`src/common/pwrmon_defs.vh`:
```
// Constants for the power monitor result and alert block
`ifndef PWRMON_DEFS_VH
`define PWRMON_DEFS_VH

// Register word indices, one aligned word each; the byte address is four times the index
`define OFS_CONFIG 4'h0
`define OFS_ADC_CONFIG 4'h1
`define OFS_CALIB 4'h2
`define OFS_ALERT_CTRL 4'h3
`define OFS_SHUNT_LIMIT 4'h4
`define OFS_BUS_LIMIT 4'h5
`define OFS_POWER_LIMIT 4'h6
`define OFS_SHUNT_RES 4'h7
`define OFS_BUS_RES 4'h8
`define OFS_TEMP_RES 4'h9
`define OFS_CURRENT_RES 4'hA
`define OFS_POWER_RES 4'hB
`define OFS_STATUS 4'hC

// Power-on values
`define RST_CONFIG 16'h0000
`define RST_ADC_CONFIG 16'hF000
`define RST_CALIB 16'h0000
`define RST_ALERT_CTRL 16'h0000
`define RST_SHUNT_LIMIT 16'h7FFF
`define RST_BUS_LIMIT 16'h7FFF
`define RST_POWER_LIMIT 16'hFFFF

// Field positions
`define CFG_RANGE_BIT 4
`define ADC_MODE_HI 15
`define ADC_MODE_LO 12
`define ADC_BUS_CT_HI 11
`define ADC_BUS_CT_LO 9
`define ADC_SH_CT_HI 8
`define ADC_SH_CT_LO 6
`define ADC_AVG_HI 2
`define ADC_AVG_LO 0
`define ACT_READY_SEL_BIT 0
`define ACT_AVG_SEL_BIT 1

// Mode bits: bit0 shunt, bit1 bus, bit2 temperature, bit3 continuous
`define MODE_SHUNT_BIT 12
`define MODE_BUS_BIT 13
`define MODE_TEMP_BIT 14
`define MODE_CONT_BIT 15

// Base conversion time in cycles of 250 MHz: 50 us
`define CONV_BASE_US 50
`define CLK_MHZ 250
`define CONV_BASE_CYC (`CONV_BASE_US * `CLK_MHZ)

// Power scale: one LSB = current LSB * 0.2, as 1/5
`define POWER_DIV 5

`define ADDR_W 4
`define WORD_ZERO 32'h0000_0000
`define HALF_ZERO 16'h0000
`endif

```
`src/verilog/pwrmon_core.v`:
```
// Power monitor: register file, conversion sequencer, limits and alert
//
// The implementer's own choices: the placing of the registers and register access over Avalon-MM.
`timescale 1ns/100ps
`include "pwrmon_defs.vh"

// Notes on behaviour
// - Separate shunt/bus times; independent averaging count
// - Power-on defaults: wide range, continuous all
// - Limit registers return to defaults on reset
// - Zero calibration forces current, power zero
// - Register bit selects narrow or wide range
// - Shunt result compared against shunt upper limit
// - Bus result compared against bus upper limit
// - Power limit compares upper sixteen power bits
// - Power equals current magnitude times bus over five
// - Results are two's complement, bus positive, power unsigned
// - Alert selects limit fault or conversion ready
// - Alert follows the fault flags one clock after the result that sets them
module pwrmon_core
(
  input wire CLK,
  input wire RESETN,
  input wire [5:0] AVS_ADDRESS,
  input wire AVS_READ,
  input wire AVS_WRITE,
  input wire [31:0] AVS_WRITEDATA,
  input wire [3:0] AVS_BYTEENABLE,
  output reg [31:0] AVS_READDATA,
  output reg AVS_WAITREQUEST,
  output reg [1:0] AVS_RESPONSE,
  input wire [15:0] SHUNT_SAMPLE,
  input wire [15:0] BUS_SAMPLE,
  input wire [15:0] TEMP_SAMPLE,
  output reg ALERT_N,
  output reg SAMPLE_STROBE
);

  // Sequencer states
  localparam ST_IDLE = 2'b00;
  localparam ST_SHUNT = 2'b01;
  localparam ST_BUS = 2'b10;
  localparam ST_TEMP = 2'b11;

  reg [15:0] config_ff;
  reg [15:0] adc_config_ff;
  reg [15:0] calib_ff;
  reg [15:0] alert_ctrl_ff;
  reg [15:0] shunt_upper_limit_ff;
  reg [15:0] bus_upper_limit_ff;
  reg [15:0] power_limit_ff;
  reg [15:0] shunt_res_ff;
  reg [15:0] bus_res_ff;
  reg [15:0] temp_res_ff;
  reg [15:0] current_res_ff;
  reg [23:0] power_res_ff;
  reg [1:0] state_ff;
  reg [20:0] conv_cnt_ff;
  reg [10:0] avg_cnt_ff;
  reg signed [26:0] acc_ff;
  reg ready_ff;
  reg shunt_flt_ff;
  reg bus_flt_ff;
  reg pwr_flt_ff;
  reg ack_ff;
  reg [15:0] sh_s1_ff;
  reg [15:0] sh_s2_ff;
  reg [15:0] bu_s1_ff;
  reg [15:0] bu_s2_ff;
  reg [15:0] te_s1_ff;
  reg [15:0] te_s2_ff;

  // Base period kept at full width; only its low bits feed the shift
  localparam [31:0] CONV_BASE = `CONV_BASE_CYC;

  // Conversion time in cycles for a 3-bit code: base shifted by the code
  // Twenty-one bits so that the slowest code does not wrap
  function [20:0] conv_cycles;
    input [2:0] code;
    begin
      conv_cycles = CONV_BASE[20:0] << code;
    end
  endfunction

  // Sample count for the averaging code: 1, 4, 16 ... up to 1024
  function [10:0] avg_samples;
    input [2:0] code;
    begin
      if (code > 3'd5)
        avg_samples = 11'd1024;
      else
        avg_samples = 11'd1 << {code[2:0], 1'b0};
    end
  endfunction

  // Byte-lane merge for register writes
  function [15:0] merge;
    input [15:0] old;
    input [31:0] wd;
    input [3:0] be;
    begin
      merge = {be[1] ? wd[15:8] : old[15:8], be[0] ? wd[7:0] : old[7:0]};
    end
  endfunction

  wire [`ADDR_W-1:0] reg_idx = AVS_ADDRESS[5:2];
  wire wr_go = AVS_WRITE && !ack_ff;
  wire rd_go = AVS_READ && !ack_ff;
  // Writes land at the answer edge, when the master sees waitrequest low
  wire wr_fire = AVS_WRITE && ack_ff;
  wire restart = wr_fire && (reg_idx == `OFS_ADC_CONFIG);
  wire [2:0] sh_ct = adc_config_ff[`ADC_SH_CT_HI:`ADC_SH_CT_LO];
  wire [2:0] bu_ct = adc_config_ff[`ADC_BUS_CT_HI:`ADC_BUS_CT_LO];
  wire [2:0] avg_code = adc_config_ff[`ADC_AVG_HI:`ADC_AVG_LO];
  wire range_narrow = config_ff[`CFG_RANGE_BIT];
  wire cont = adc_config_ff[`MODE_CONT_BIT];
  wire [20:0] cur_time = (state_ff == ST_BUS) ? conv_cycles(bu_ct) : conv_cycles(sh_ct);
  wire conv_done = (state_ff != ST_IDLE) && (conv_cnt_ff >= cur_time - 21'd1);
  wire [10:0] avg_n = avg_samples(avg_code);
  wire last_sample = conv_done && (avg_cnt_ff >= avg_n - 11'd1);
  wire signed [15:0] cur_sample = (state_ff == ST_BUS) ? bu_s2_ff :
    (state_ff == ST_TEMP) ? te_s2_ff : sh_s2_ff;
  wire signed [26:0] acc_sum = acc_ff + {{11{cur_sample[15]}}, cur_sample};
  wire [3:0] avg_shift = (avg_code > 3'd5) ? 4'd10 : {avg_code[2:0], 1'b0};
  wire signed [26:0] avg_val = acc_sum >>> avg_shift;
  // Narrow range gives four times finer shunt codes, clipped at full scale
  wire narrow_hi = !avg_val[26] && (avg_val[25:13] != 13'h0000);
  wire narrow_lo = avg_val[26] && (avg_val[25:13] != 13'h1FFF);
  wire signed [15:0] shunt_scaled = !range_narrow ? avg_val[15:0] :
    narrow_hi ? 16'sh7FFF : narrow_lo ? 16'sh8000 : {avg_val[13:0], 2'b00};
  wire signed [31:0] cur_prod = $signed(shunt_scaled) * $signed({1'b0, calib_ff});
  wire signed [15:0] cur_new = (calib_ff == `HALF_ZERO) ? 16'sh0000 : cur_prod[26:11];
  // Power pairs the new bus result with the latest current magnitude
  wire [15:0] cur_mag = current_res_ff[15] ? (~current_res_ff + 16'd1) : current_res_ff;
  wire [31:0] pwr_prod = cur_mag * {1'b0, avg_val[14:0]};
  wire [31:0] pwr_quot = pwr_prod / `POWER_DIV;
  // Saturate rather than wrap when the quotient outgrows 24 bits
  wire [23:0] pwr_new = (calib_ff == `HALF_ZERO) ? 24'h00_0000 :
    (pwr_quot[31:24] != 8'h00) ? 24'hFF_FFFF : pwr_quot[23:0];
  wire fault_any = shunt_flt_ff || bus_flt_ff || pwr_flt_ff;

  // Next state of the sequencer through enabled channels
  reg [1:0] nxt_state;
  always @*
  begin
    nxt_state = ST_IDLE;
    case (state_ff)
      ST_IDLE:
        if (adc_config_ff[`MODE_SHUNT_BIT]) nxt_state = ST_SHUNT;
        else if (adc_config_ff[`MODE_BUS_BIT]) nxt_state = ST_BUS;
        else if (adc_config_ff[`MODE_TEMP_BIT]) nxt_state = ST_TEMP;
      ST_SHUNT:
        if (adc_config_ff[`MODE_BUS_BIT]) nxt_state = ST_BUS;
        else if (adc_config_ff[`MODE_TEMP_BIT]) nxt_state = ST_TEMP;
        else nxt_state = cont ? ST_SHUNT : ST_IDLE;
      ST_BUS:
        if (adc_config_ff[`MODE_TEMP_BIT]) nxt_state = ST_TEMP;
        else if (!cont) nxt_state = ST_IDLE;
        else nxt_state = adc_config_ff[`MODE_SHUNT_BIT] ? ST_SHUNT : ST_BUS;
      ST_TEMP:
        if (!cont) nxt_state = ST_IDLE;
        else if (adc_config_ff[`MODE_SHUNT_BIT]) nxt_state = ST_SHUNT;
        else if (adc_config_ff[`MODE_BUS_BIT]) nxt_state = ST_BUS;
        else nxt_state = ST_TEMP;
      default:
        nxt_state = ST_IDLE;
    endcase
  end

  // Ready rises on a result that closes a pass over the enabled channels, and on every result while temperature is off
  wire ready_set = last_sample && !restart &&
    (nxt_state == ST_IDLE || state_ff == ST_TEMP || !adc_config_ff[`MODE_TEMP_BIT]);

  // Samples come from the analog side, so two stages first
  // Each word must hold for a few clocks; a change at an edge may tear once
  always @(posedge CLK or negedge RESETN)
  begin
    if (!RESETN)
    begin
      sh_s1_ff <= `HALF_ZERO;
      sh_s2_ff <= `HALF_ZERO;
      bu_s1_ff <= `HALF_ZERO;
      bu_s2_ff <= `HALF_ZERO;
      te_s1_ff <= `HALF_ZERO;
      te_s2_ff <= `HALF_ZERO;
    end
    else
    begin
      sh_s1_ff <= SHUNT_SAMPLE;
      sh_s2_ff <= sh_s1_ff;
      bu_s1_ff <= BUS_SAMPLE;
      bu_s2_ff <= bu_s1_ff;
      te_s1_ff <= TEMP_SAMPLE;
      te_s2_ff <= te_s1_ff;
    end
  end

  // Register writes; reset is the power cycle restoring every default
  always @(posedge CLK or negedge RESETN)
  begin
    if (!RESETN)
    begin
      config_ff <= `RST_CONFIG;
      adc_config_ff <= `RST_ADC_CONFIG;
      calib_ff <= `RST_CALIB;
      alert_ctrl_ff <= `RST_ALERT_CTRL;
      shunt_upper_limit_ff <= `RST_SHUNT_LIMIT;
      bus_upper_limit_ff <= `RST_BUS_LIMIT;
      power_limit_ff <= `RST_POWER_LIMIT;
    end
    else if (wr_fire)
    begin
      case (reg_idx)
        `OFS_CONFIG: config_ff <= merge(config_ff, AVS_WRITEDATA, AVS_BYTEENABLE);
        `OFS_ADC_CONFIG: adc_config_ff <= merge(adc_config_ff, AVS_WRITEDATA, AVS_BYTEENABLE);
        `OFS_CALIB: calib_ff <= merge(calib_ff, AVS_WRITEDATA, AVS_BYTEENABLE);
        `OFS_ALERT_CTRL: alert_ctrl_ff <= merge(alert_ctrl_ff, AVS_WRITEDATA, AVS_BYTEENABLE);
        `OFS_SHUNT_LIMIT:
          shunt_upper_limit_ff <= merge(shunt_upper_limit_ff, AVS_WRITEDATA, AVS_BYTEENABLE);
        `OFS_BUS_LIMIT:
          bus_upper_limit_ff <= merge(bus_upper_limit_ff, AVS_WRITEDATA, AVS_BYTEENABLE);
        `OFS_POWER_LIMIT:
          power_limit_ff <= merge(power_limit_ff, AVS_WRITEDATA, AVS_BYTEENABLE);
        default: ;
      endcase
    end
  end

  // Conversion timing, averaging and result capture
  always @(posedge CLK or negedge RESETN)
  begin
    if (!RESETN)
    begin
      state_ff <= ST_IDLE;
      conv_cnt_ff <= 21'h0_0000;
      avg_cnt_ff <= 11'h000;
      acc_ff <= 27'sh000_0000;
      shunt_res_ff <= `HALF_ZERO;
      bus_res_ff <= `HALF_ZERO;
      temp_res_ff <= `HALF_ZERO;
      current_res_ff <= `HALF_ZERO;
      power_res_ff <= 24'h00_0000;
      ready_ff <= 1'b0;
      shunt_flt_ff <= 1'b0;
      bus_flt_ff <= 1'b0;
      pwr_flt_ff <= 1'b0;
      SAMPLE_STROBE <= 1'b0;
    end
    else
    begin
      SAMPLE_STROBE <= conv_done;
      // A mode write restarts the sequence from idle
      if (restart)
      begin
        state_ff <= ST_IDLE;
        conv_cnt_ff <= 21'h0_0000;
        avg_cnt_ff <= 11'h000;
        acc_ff <= 27'sh000_0000;
      end
      else if (state_ff == ST_IDLE)
      begin
        state_ff <= nxt_state;
        conv_cnt_ff <= 21'h0_0000;
      end
      else if (conv_done)
      begin
        conv_cnt_ff <= 21'h0_0000;
        if (last_sample)
        begin
          avg_cnt_ff <= 11'h000;
          acc_ff <= 27'sh000_0000;
          state_ff <= nxt_state;
          // Each completed shunt and bus result is checked once against its limit; temperature has none
          case (state_ff)
            ST_SHUNT:
            begin
              shunt_res_ff <= shunt_scaled;
              current_res_ff <= cur_new;
              shunt_flt_ff <= $signed(shunt_scaled) > $signed(shunt_upper_limit_ff);
            end
            ST_BUS:
            begin
              bus_res_ff <= {1'b0, avg_val[14:0]};
              power_res_ff <= pwr_new;
              bus_flt_ff <= avg_val[14:0] > bus_upper_limit_ff[14:0];
              pwr_flt_ff <= pwr_new[23:8] > power_limit_ff;
            end
            ST_TEMP:
              temp_res_ff <= avg_val[15:0];
            default: ;
          endcase
          if (ready_set)
            ready_ff <= 1'b1;
        end
        else
        begin
          avg_cnt_ff <= avg_cnt_ff + 11'd1;
          acc_ff <= acc_sum;
        end
      end
      else
        conv_cnt_ff <= conv_cnt_ff + 21'd1;
      // Reading status clears ready; a new ready in the same cycle wins
      if (rd_go && reg_idx == `OFS_STATUS && !ready_set)
        ready_ff <= 1'b0;
    end
  end

  // Alert pin: fault or ready by selection, active low
  always @(posedge CLK or negedge RESETN)
  begin
    if (!RESETN)
      ALERT_N <= 1'b1;
    else if (alert_ctrl_ff[`ACT_READY_SEL_BIT])
      ALERT_N <= !ready_ff;
    else
      ALERT_N <= !fault_any;
  end

  // Avalon slave: one wait cycle, then answer
  always @(posedge CLK or negedge RESETN)
  begin
    if (!RESETN)
    begin
      ack_ff <= 1'b0;
      AVS_WAITREQUEST <= 1'b1;
      AVS_READDATA <= `WORD_ZERO;
      AVS_RESPONSE <= 2'b00;
    end
    else
    begin
      ack_ff <= (rd_go || wr_go);
      AVS_WAITREQUEST <= !(rd_go || wr_go);
      AVS_RESPONSE <= (reg_idx > `OFS_STATUS) ? 2'b10 : 2'b00;
      if (rd_go)
      begin
        case (reg_idx)
          `OFS_CONFIG: AVS_READDATA <= {16'h0000, config_ff};
          `OFS_ADC_CONFIG: AVS_READDATA <= {16'h0000, adc_config_ff};
          `OFS_CALIB: AVS_READDATA <= {16'h0000, calib_ff};
          `OFS_ALERT_CTRL: AVS_READDATA <= {16'h0000, alert_ctrl_ff};
          `OFS_SHUNT_LIMIT: AVS_READDATA <= {16'h0000, shunt_upper_limit_ff};
          `OFS_BUS_LIMIT: AVS_READDATA <= {16'h0000, bus_upper_limit_ff};
          `OFS_POWER_LIMIT: AVS_READDATA <= {16'h0000, power_limit_ff};
          `OFS_SHUNT_RES: AVS_READDATA <= {16'h0000, shunt_res_ff};
          `OFS_BUS_RES: AVS_READDATA <= {16'h0000, bus_res_ff};
          `OFS_TEMP_RES: AVS_READDATA <= {16'h0000, temp_res_ff};
          `OFS_CURRENT_RES: AVS_READDATA <= {16'h0000, current_res_ff};
          `OFS_POWER_RES: AVS_READDATA <= {8'h00, power_res_ff};
          `OFS_STATUS:
            AVS_READDATA <= {28'h000_0000, pwr_flt_ff, bus_flt_ff, shunt_flt_ff, ready_ff};
          default: AVS_READDATA <= `WORD_ZERO;
        endcase
      end
    end
  end

endmodule

```
`config.mk`:
```
export PLATFORM = sky130hd
export DESIGN_NAME = pwrmon_core
export DESIGN_NICKNAME = d
export VERILOG_FILES = /design/src/verilog/pwrmon_core.v
export VERILOG_INCLUDE_DIRS = /design/src /design/src/common
export SDC_FILE = /design/constraint.sdc
export NUM_CORES = 2
export LEC_CHECK = 0
export BUFFER_PORTS_ARGS = -buffer_cell sky130_fd_sc_hd__buf_2
export CAP_MARGIN = 20
export CORE_MARGIN = 10
export CORE_UTILIZATION = 59
export DETAILED_ROUTE_END_ITERATION = 16
export PLACE_DENSITY = 0.79
export SLEW_MARGIN = 10
export SYNTH_ARGS = -nofsm -noshare
export SYNTH_HDL_FRONTEND = slang
export SYNTH_SLANG_ARGS = --single-unit
```
`constraint.sdc`:
```
create_clock -name CLK -period 18.8 [get_ports CLK]
set_input_delay 1.88 -clock CLK [delete_from_list [all_inputs] [get_ports CLK]]
set_output_delay 1.88 -clock CLK [all_outputs]
set_load 0.01 [all_outputs]
```
; ---- Word-level counts from Yosys, hierarchy flattened
; Cells that the tools add are included.
[classes]
multipliers = 2
div = 1
eq_ne = 19
muxes = 49
n_shift = 4
n_addsub = 6
magnitude_cmp = 7
reduce_logical = 58
n_bitwise = 3
[op_table]
columns = op, n
row1 = 24-bit case mux with 13 select lines, 1
row2 = 16-bit two-way mux, 7
row3 = 27-bit two-way mux, 4
row4 = 21-bit two-way mux, 4
row5 = 11-bit two-way mux, 5
row6 = 24-bit two-way mux, 2
row7 = 3-bit AND reduction, 14
row8 = 14-bit by 3-bit left shift with 21-bit output (first input constant), 2
row9 = 31-bit by 3-bit divider with 32-bit output (second input constant), 1
row10 = 16-bit > comparator, 2
row11 = 16-bit by 15-bit multiplier with 31-bit output, 1
row12 = 2-bit two-way mux, 15
row13 = 27-bit adder, 1
row14 = 16-bit by 17-bit multiplier with 27-bit output, 1
row15 = 27-bit by 4-bit >>> shifter with 27-bit output, 1
row16 = 21-bit by 1-bit adder with 21-bit output (second input constant), 1
row17 = 21-bit greater-or-equal comparator, 1
row18 = 21-bit by 1-bit subtractor with 21-bit output (second input constant), 1
row19 = 4-bit equality test (second input constant), 5
row20 = 5-bit AND reduction, 4
row21 = 16-bit by 1-bit adder with 16-bit output (second input constant), 1
row22 = 4-bit by 3-bit equality test with 1-bit output (second input constant), 4
row23 = 16-bit logical NOT, 1
row24 = 16-bit inverter, 1
row25 = 28 further kinds, 69
[word_totals]
reg_bits = 398
wordCells = 188
out_inout_bits = 37
inputBits = 94

; ---- Logic depth before layout (Yosys ltp)
[logic_depth]
depth_word = 14
depth_mapped = 99
mapped_depth_nobuf = 85

; ---- Worst setup path before layout
; Ideal clock, no wire load.
[synth_path]
kind = register to register
startpoint = register state_ff[0]
endpoint = register power_res_ff[0]
path_stages_with_launch = 91
n_path_buf = 8
arrival_time_ps = 19916
path_slack_ps = -1252
synth_period_minus_slack_ps = 20052
setup_time_ps = 136
required_time_ps = 18664
path_cell_list = dfrtp_1 -> buf_1 -> buf_1 -> mux2i_1 -> a21oi_1 -> ha_1 -> inv_1 -> fa_1 -> nor2b_1 -> o21ai_0 -> a211o_1 -> a21boi_0 -> o21ai_0 -> a21boi_0 -> o21ai_0 -> a21boi_0 -> o21ai_0 -> a21boi_0 -> [55 not listed] -> nand4_1 -> a211oi_2 -> or2_1 -> buf_4 -> nand3_1 -> and3_1 -> buf_4 -> a211oi_2 -> nor4_4 -> nor3_4 -> mux2_4 -> and3_4 -> xnor2_1 -> ha_1 -> o211ai_1 -> and4b_1 -> nor4b_2 -> o41ai_2
[synth_between]
elab_chain_cells = 10
word_cells_on_any_way = 20
cone_classes = add/sub: 2 / mul: 1 / div: 1 / order compare: 1 / eq/ne: 2 / shift: 1 / mux: 5 / bitwise: 1 / reduce/logical: 6
[synth_rtl]
columns = element, line
row1 = "start, declared", pwrmon_core.v:57  ; reg [1:0] state_ff;
row2 = "start signal, assigned", pwrmon_core.v:262  ; state_ff <= nxt_state;
row3 = "start signal, assigned", pwrmon_core.v:272  ; state_ff <= nxt_state;
row4 = 2-bit equality test, pwrmon_core.v:122  ; (state_ff == ST_TEMP) ? te_s2_ff : sh_s2_ff;
row5 = 16-bit two-way mux, pwrmon_core.v:122
row6 = 16-bit two-way mux, pwrmon_core.v:121  ; wire signed [15:0] cur_sample = (state_ff == ST_BUS) ? bu_s2_ff :
row7 = 27-bit adder, pwrmon_core.v:123  ; wire signed [26:0] acc_sum = acc_ff + {{11{cur_sample[15]}}, cur_sample};
row8 = 27-bit by 4-bit >>> shifter with 27-bit output, pwrmon_core.v:125  ; wire signed [26:0] avg_val = acc_sum >>> avg_shift;
row9 = 16-bit by 15-bit multiplier with 31-bit output, pwrmon_core.v:135  ; wire [31:0] pwr_prod = cur_mag * {1'b0, avg_val[14:0]};
row10 = 31-bit by 3-bit divider with 32-bit output (no source line), -
row11 = 8-bit nonzero test, pwrmon_core.v:139  ; (pwr_quot[31:24] != 8'h00) ? 24'hFF_FFFF : pwr_quot[23:0];
row12 = 24-bit two-way mux, pwrmon_core.v:139
row13 = 24-bit two-way mux, pwrmon_core.v:138  ; wire [23:0] pwr_new = (calib_ff == `HALF_ZERO) ? 24'h00_0000 :
row14 = "end signal, assigned", pwrmon_core.v:284  ; power_res_ff <= pwr_new;
row15 = "end, declared", pwrmon_core.v:56  ; reg [23:0] power_res_ff;
; Several ways; a longest one is shown, not always the timed one.
; A chain may end at the register's enable or synchronous reset.

; ---- Worst setup path after layout
; Ends and elaborated chain as after synthesis.

==> flow_metrics.py <==
metrics = {
    "run_status": {
        "status": "complete, but fails checks",
        "violations_in_the_final_reports": "setup timing",
    },
    "detailed_routing": {
        "vias": 36616,
        "detail_route.first_pass.iterations": 8,
        "detail_route.wl_per_cell_um": 21.6,
        "final_antenna_net_count": 0,
        "drt_iter0_markers": 4072,
        "wirelength_um": 126000,
        "drt_drc_violations_left": 0,
        "detail_route.vias_per_cell": 6.25,
    },
    "timing": {
        "setup-tns-final_ns": -1.96,
        "setup-violations-final": 4,
        "hold_viol": 0,
        "fin_skew_ns": 0.0255,
        "fmaxAchievable_mhz": 50.8,
        "finalCriticalPeriod_ns": 19.69,
        "layout_setup_ws_ns": -0.894,
        "timing.final.max_slew_violations": 0,
        "fin_hold_ws_ns": 0.339,
        "timing_worst_slew_pin_value_ns": 1.30,
        "fin_crit_sh_pct": 105,
        "worst_slew_margin_relative_to_its_limit_pct": 13.5,
        "rsz0062_at_grt": "yes",
    },
    "die": {
        "boundaryPins": 131,
        "design.die.area_um2": 78300,
        "start_util_pct": 59.4,
        "fp.coreArea_um2": 67000,
        "floorplan.die.width_um": 280,
        "placement_rows": 95,
        "floorplan.die.height_um": 280,
    },
    "global_route": {
        "grt_pass1_vias": 36447,
        "grt_usage_pct": 31.4,
        "grt_pass1_wl_um": 197000,
        "grt.overflow.total": 0,
        "initial_antenna_violation_count": 4,
        "largest_net_degree_at_the_start_of_global_routing": 125,
    },
    "final_layout": {
        "fin_util_pct": 72.0,
        "filler_cell_count": 4723,
        "footprint_of_the_multi_input_gates_um2": 28800,
        "seq_area_um2": 9800,
        "layout.cells.non_filler": 5859,
        "layout.cell_area.non_filler_um2": 48300,
        "layout-drive-gt1-share_pct": 25.1,
        "syn_to_final_growth_pct": 21.2,
        "final_net_count": 5711,
    },
    "synthesis": {
        "post_synth_edffs": 0,
        "cell_count_after_synthesis": 4436,
        "yosysWarningCount": 0,
        "sequential_cell_area_fraction_in_the_yosys_report_pct": 24.6,
        "yosys.area.top_type": "sky130_fd_sc_hd__dfrtp_1",
        "synth-seq-cells": 389,
        "post-synth-top-area-fraction_pct": 21.2,
        "synthTopCellsByArea": "sky130_fd_sc_hd__dfrtp_1 (21%), sky130_fd_sc_hd__fa_1 (18%), sky130_fd_sc_hd__ha_1 (9.3%)",
        "postSynth.topFlopCell": "sky130_fd_sc_hd__dfrtp_1",
        "ys_async_sr_fraction_pct": 100,
        "netlist-cell-type-count": 130,
        "synthesis.area_um2": 39800,
        "avgSynthCellArea_um2": 8.98,
    },
    "clocking": {
        "cts-root-buf": "sky130_fd_sc_hd__clkbuf_16",
        "clock_tree.htree_level_count": 2,
        "clkSlewWorstSetupHoldPaths_ns": 0.06,
        "clock_insertion_delay_worst_skew_ns": 0.58,
        "cts-root-to-sink-buffers": 3,
        "cts_buffers": 41,
        "cts_hold_repair.buffers": 0,
        "clock_sink_count": 389,
        "tritoncts": "built",
    },
    "pwr": {
        "total_power_mw": 9.85,
        "leak_nw": 24.1,
        "peakVddDrop_v": 0.000369,
        "power_per_cell_area_nw_per_um2": 204,
    },
    "worst_setup_path": {
        "setup.worst_path.start_class": "flip-flop",
        "setup.worst_path.end_class": "flip-flop",
        "timing.critical_path.slowest_stage_cell": "sky130_fd_sc_hd__fa_2",
        "worst_ep_required_time_ns": 19.24,
        "rr_startpoint": "state_ff[0]",
        "crit_path_frequent_cell": "sky130_fd_sc_hd__a21oi_2",
        "timing.setup.critical_path_class": "flip-flop to flip-flop",
        "worst-path-max-fanout": 7,
        "cp-startpoint": "state_ff[0]",
        "crit_arrival_ns": 20.14,
        "cp_slowest_stage_delay_ns": 0.64,
    },
    "placement": {
        "place_ws_ns": -1.45,
        "dp_hpwl_um": 90100,
        "io_buffer_count": 101,
        "globalplace.congestion": 1.01,
        "dp.cells": 5658,
        "dpl-instance-area_um2": 44400,
    },
    "min_path": {
        "hold_path.class": "flip-flop to flip-flop",
        "hold_path_startpoint": "bu_s1_ff[13]",
    },
    "flow_run": {
        "cap_violations": 0,
    },
}
[critical path, delay by kind of cell, from the launching register on]
kind,cells,cell delay [ns]
xor gates and xnor gates,2,0.35
AOI/OAI and AO/OA,47,7.96
buffers and inverters,19,2.52
adders and majority gates,9,3.80
and+or+nand+nor,18,3.56
muxes,4,0.93
DFF,1,0.41
[layout by cell type (no fill, tap or decap), types with 15 or more instances in the layout]
cell type                   instances
sky130_fd_sc_hd__inv_1            485
sky130_fd_sc_hd__mux2_2            92
sky130_fd_sc_hd__buf_2            101
sky130_fd_sc_hd__fa_1             357
sky130_fd_sc_hd__a21oi_2           34
sky130_fd_sc_hd__clkbuf_16         42
sky130_fd_sc_hd__nor2_2            17
sky130_fd_sc_hd__o21ai_2           19
sky130_fd_sc_hd__nor2_1           392
sky130_fd_sc_hd__xor2_1            59
sky130_fd_sc_hd__dfstp_2           52
sky130_fd_sc_hd__a22oi_1           23
sky130_fd_sc_hd__nand2b_1          47
sky130_fd_sc_hd__nand4_1           50
sky130_fd_sc_hd__a21o_1            65
sky130_fd_sc_hd__a221oi_1          37
sky130_fd_sc_hd__nor3_2            15
sky130_fd_sc_hd__buf_4            542
sky130_fd_sc_hd__a31oi_1           31
sky130_fd_sc_hd__o21a_1            23
sky130_fd_sc_hd__dfrtp_1          335
sky130_fd_sc_hd__a21oi_1          169
sky130_fd_sc_hd__xnor2_1           86
sky130_fd_sc_hd__o211ai_1          19
sky130_fd_sc_hd__nor3_1            39
sky130_fd_sc_hd__o21ai_0          148
sky130_fd_sc_hd__nor4_1            15
sky130_fd_sc_hd__a211oi_1          27
sky130_fd_sc_hd__nand3_1           68
sky130_fd_sc_hd__a22o_1            68
sky130_fd_sc_hd__buf_6             39
sky130_fd_sc_hd__and2_1           116
sky130_fd_sc_hd__nand2_1          497
sky130_fd_sc_hd__o21ai_1           29
sky130_fd_sc_hd__ha_1             289
sky130_fd_sc_hd__nor2b_1           25
sky130_fd_sc_hd__and3_1            19
sky130_fd_sc_hd__mux2i_1           41
[flip-flops by register name, summed over array words and instances, names as in the netlist, 21 cells and up]
signal        count
acc_ff           27
conv_cnt_ff      21
AVS_READDATA     24
power_res_ff     24
[synthesized netlist by cell type (65+ instances only)]
master and count:
sky130_fd_sc_hd__dfrtp_1 337, sky130_fd_sc_hd__fa_1 367, sky130_fd_sc_hd__a21o_1 65, sky130_fd_sc_hd__a22o_1 69
sky130_fd_sc_hd__nand2_1 506, sky130_fd_sc_hd__ha_1 297, sky130_fd_sc_hd__inv_1 494, sky130_fd_sc_hd__nand3_1 76
sky130_fd_sc_hd__nor2_1 414, sky130_fd_sc_hd__o21ai_0 180, sky130_fd_sc_hd__and2_1 117, sky130_fd_sc_hd__xnor2_1 94
sky130_fd_sc_hd__a21oi_1 204, sky130_fd_sc_hd__mux2_2 95, sky130_fd_sc_hd__clkbuf_1 166
[where the power goes]
part           switching [mW]  total (mW)  internal, mW  leakage (nW)
clock network           0.355       0.840         0.485         0.664
logic                    4.42        8.00          3.57          18.5
registers              0.0916        1.01         0.923          4.94
[what timing repair did]
item                                    CTS  global route
resized for setup                       171           187
endpoints found under the setup margin    7             9
cloned                                    0             1
setup buffers                            70            54
pin swaps                               133           141
[path summary, 6_finish.rpt]
check	end	slack [ns]	cells after the start
worst min register to register	bu_s2_ff[13]	0.34	0
worst max-delay path	power_res_ff[0]	-0.89	99
worst min-delay path	bu_s2_ff[13]	0.34	0
min in group asynchronous	conv_cnt_ff[17]	1.38	1
worst max register to register	power_res_ff[0]	-0.89	99
max in group asynchronous	bu_s1_ff[11]	15.09	3
[kinds of logic after synthesis]
kind of cell,share of synthesized area [%]
multiplexers,4.01
XOR/XNOR,3.57
AND/OR/NAND/NOR,16.6
AO/OA/AOI/OAI,16.3
buffers and inverters,7.15
other,0.0188
adder cells (fa/ha/maj),27.8
flip-flops,24.6
[layout make-up]
type,count,area share (%)
diodes,4,0.0207
clock buffers,57,2.46
clock inverters,15,0.384
inverters,502,3.94
multi-input cells,3324,59.7
flip-flops and latches,389,20.3
well taps,873,2.26
repair buffers,695,10.9
[routing by layer]
metal	wire length (um)	vias up	GRT usage, %
met5	0	-	0
met2	59000	2046	50.6
met4	6770	0	14.5
met1	47200	18038	39.4
met3	13500	453	7.61
li1	-	16079	-
Note: power is estimated with default switching activity, not from simulation.
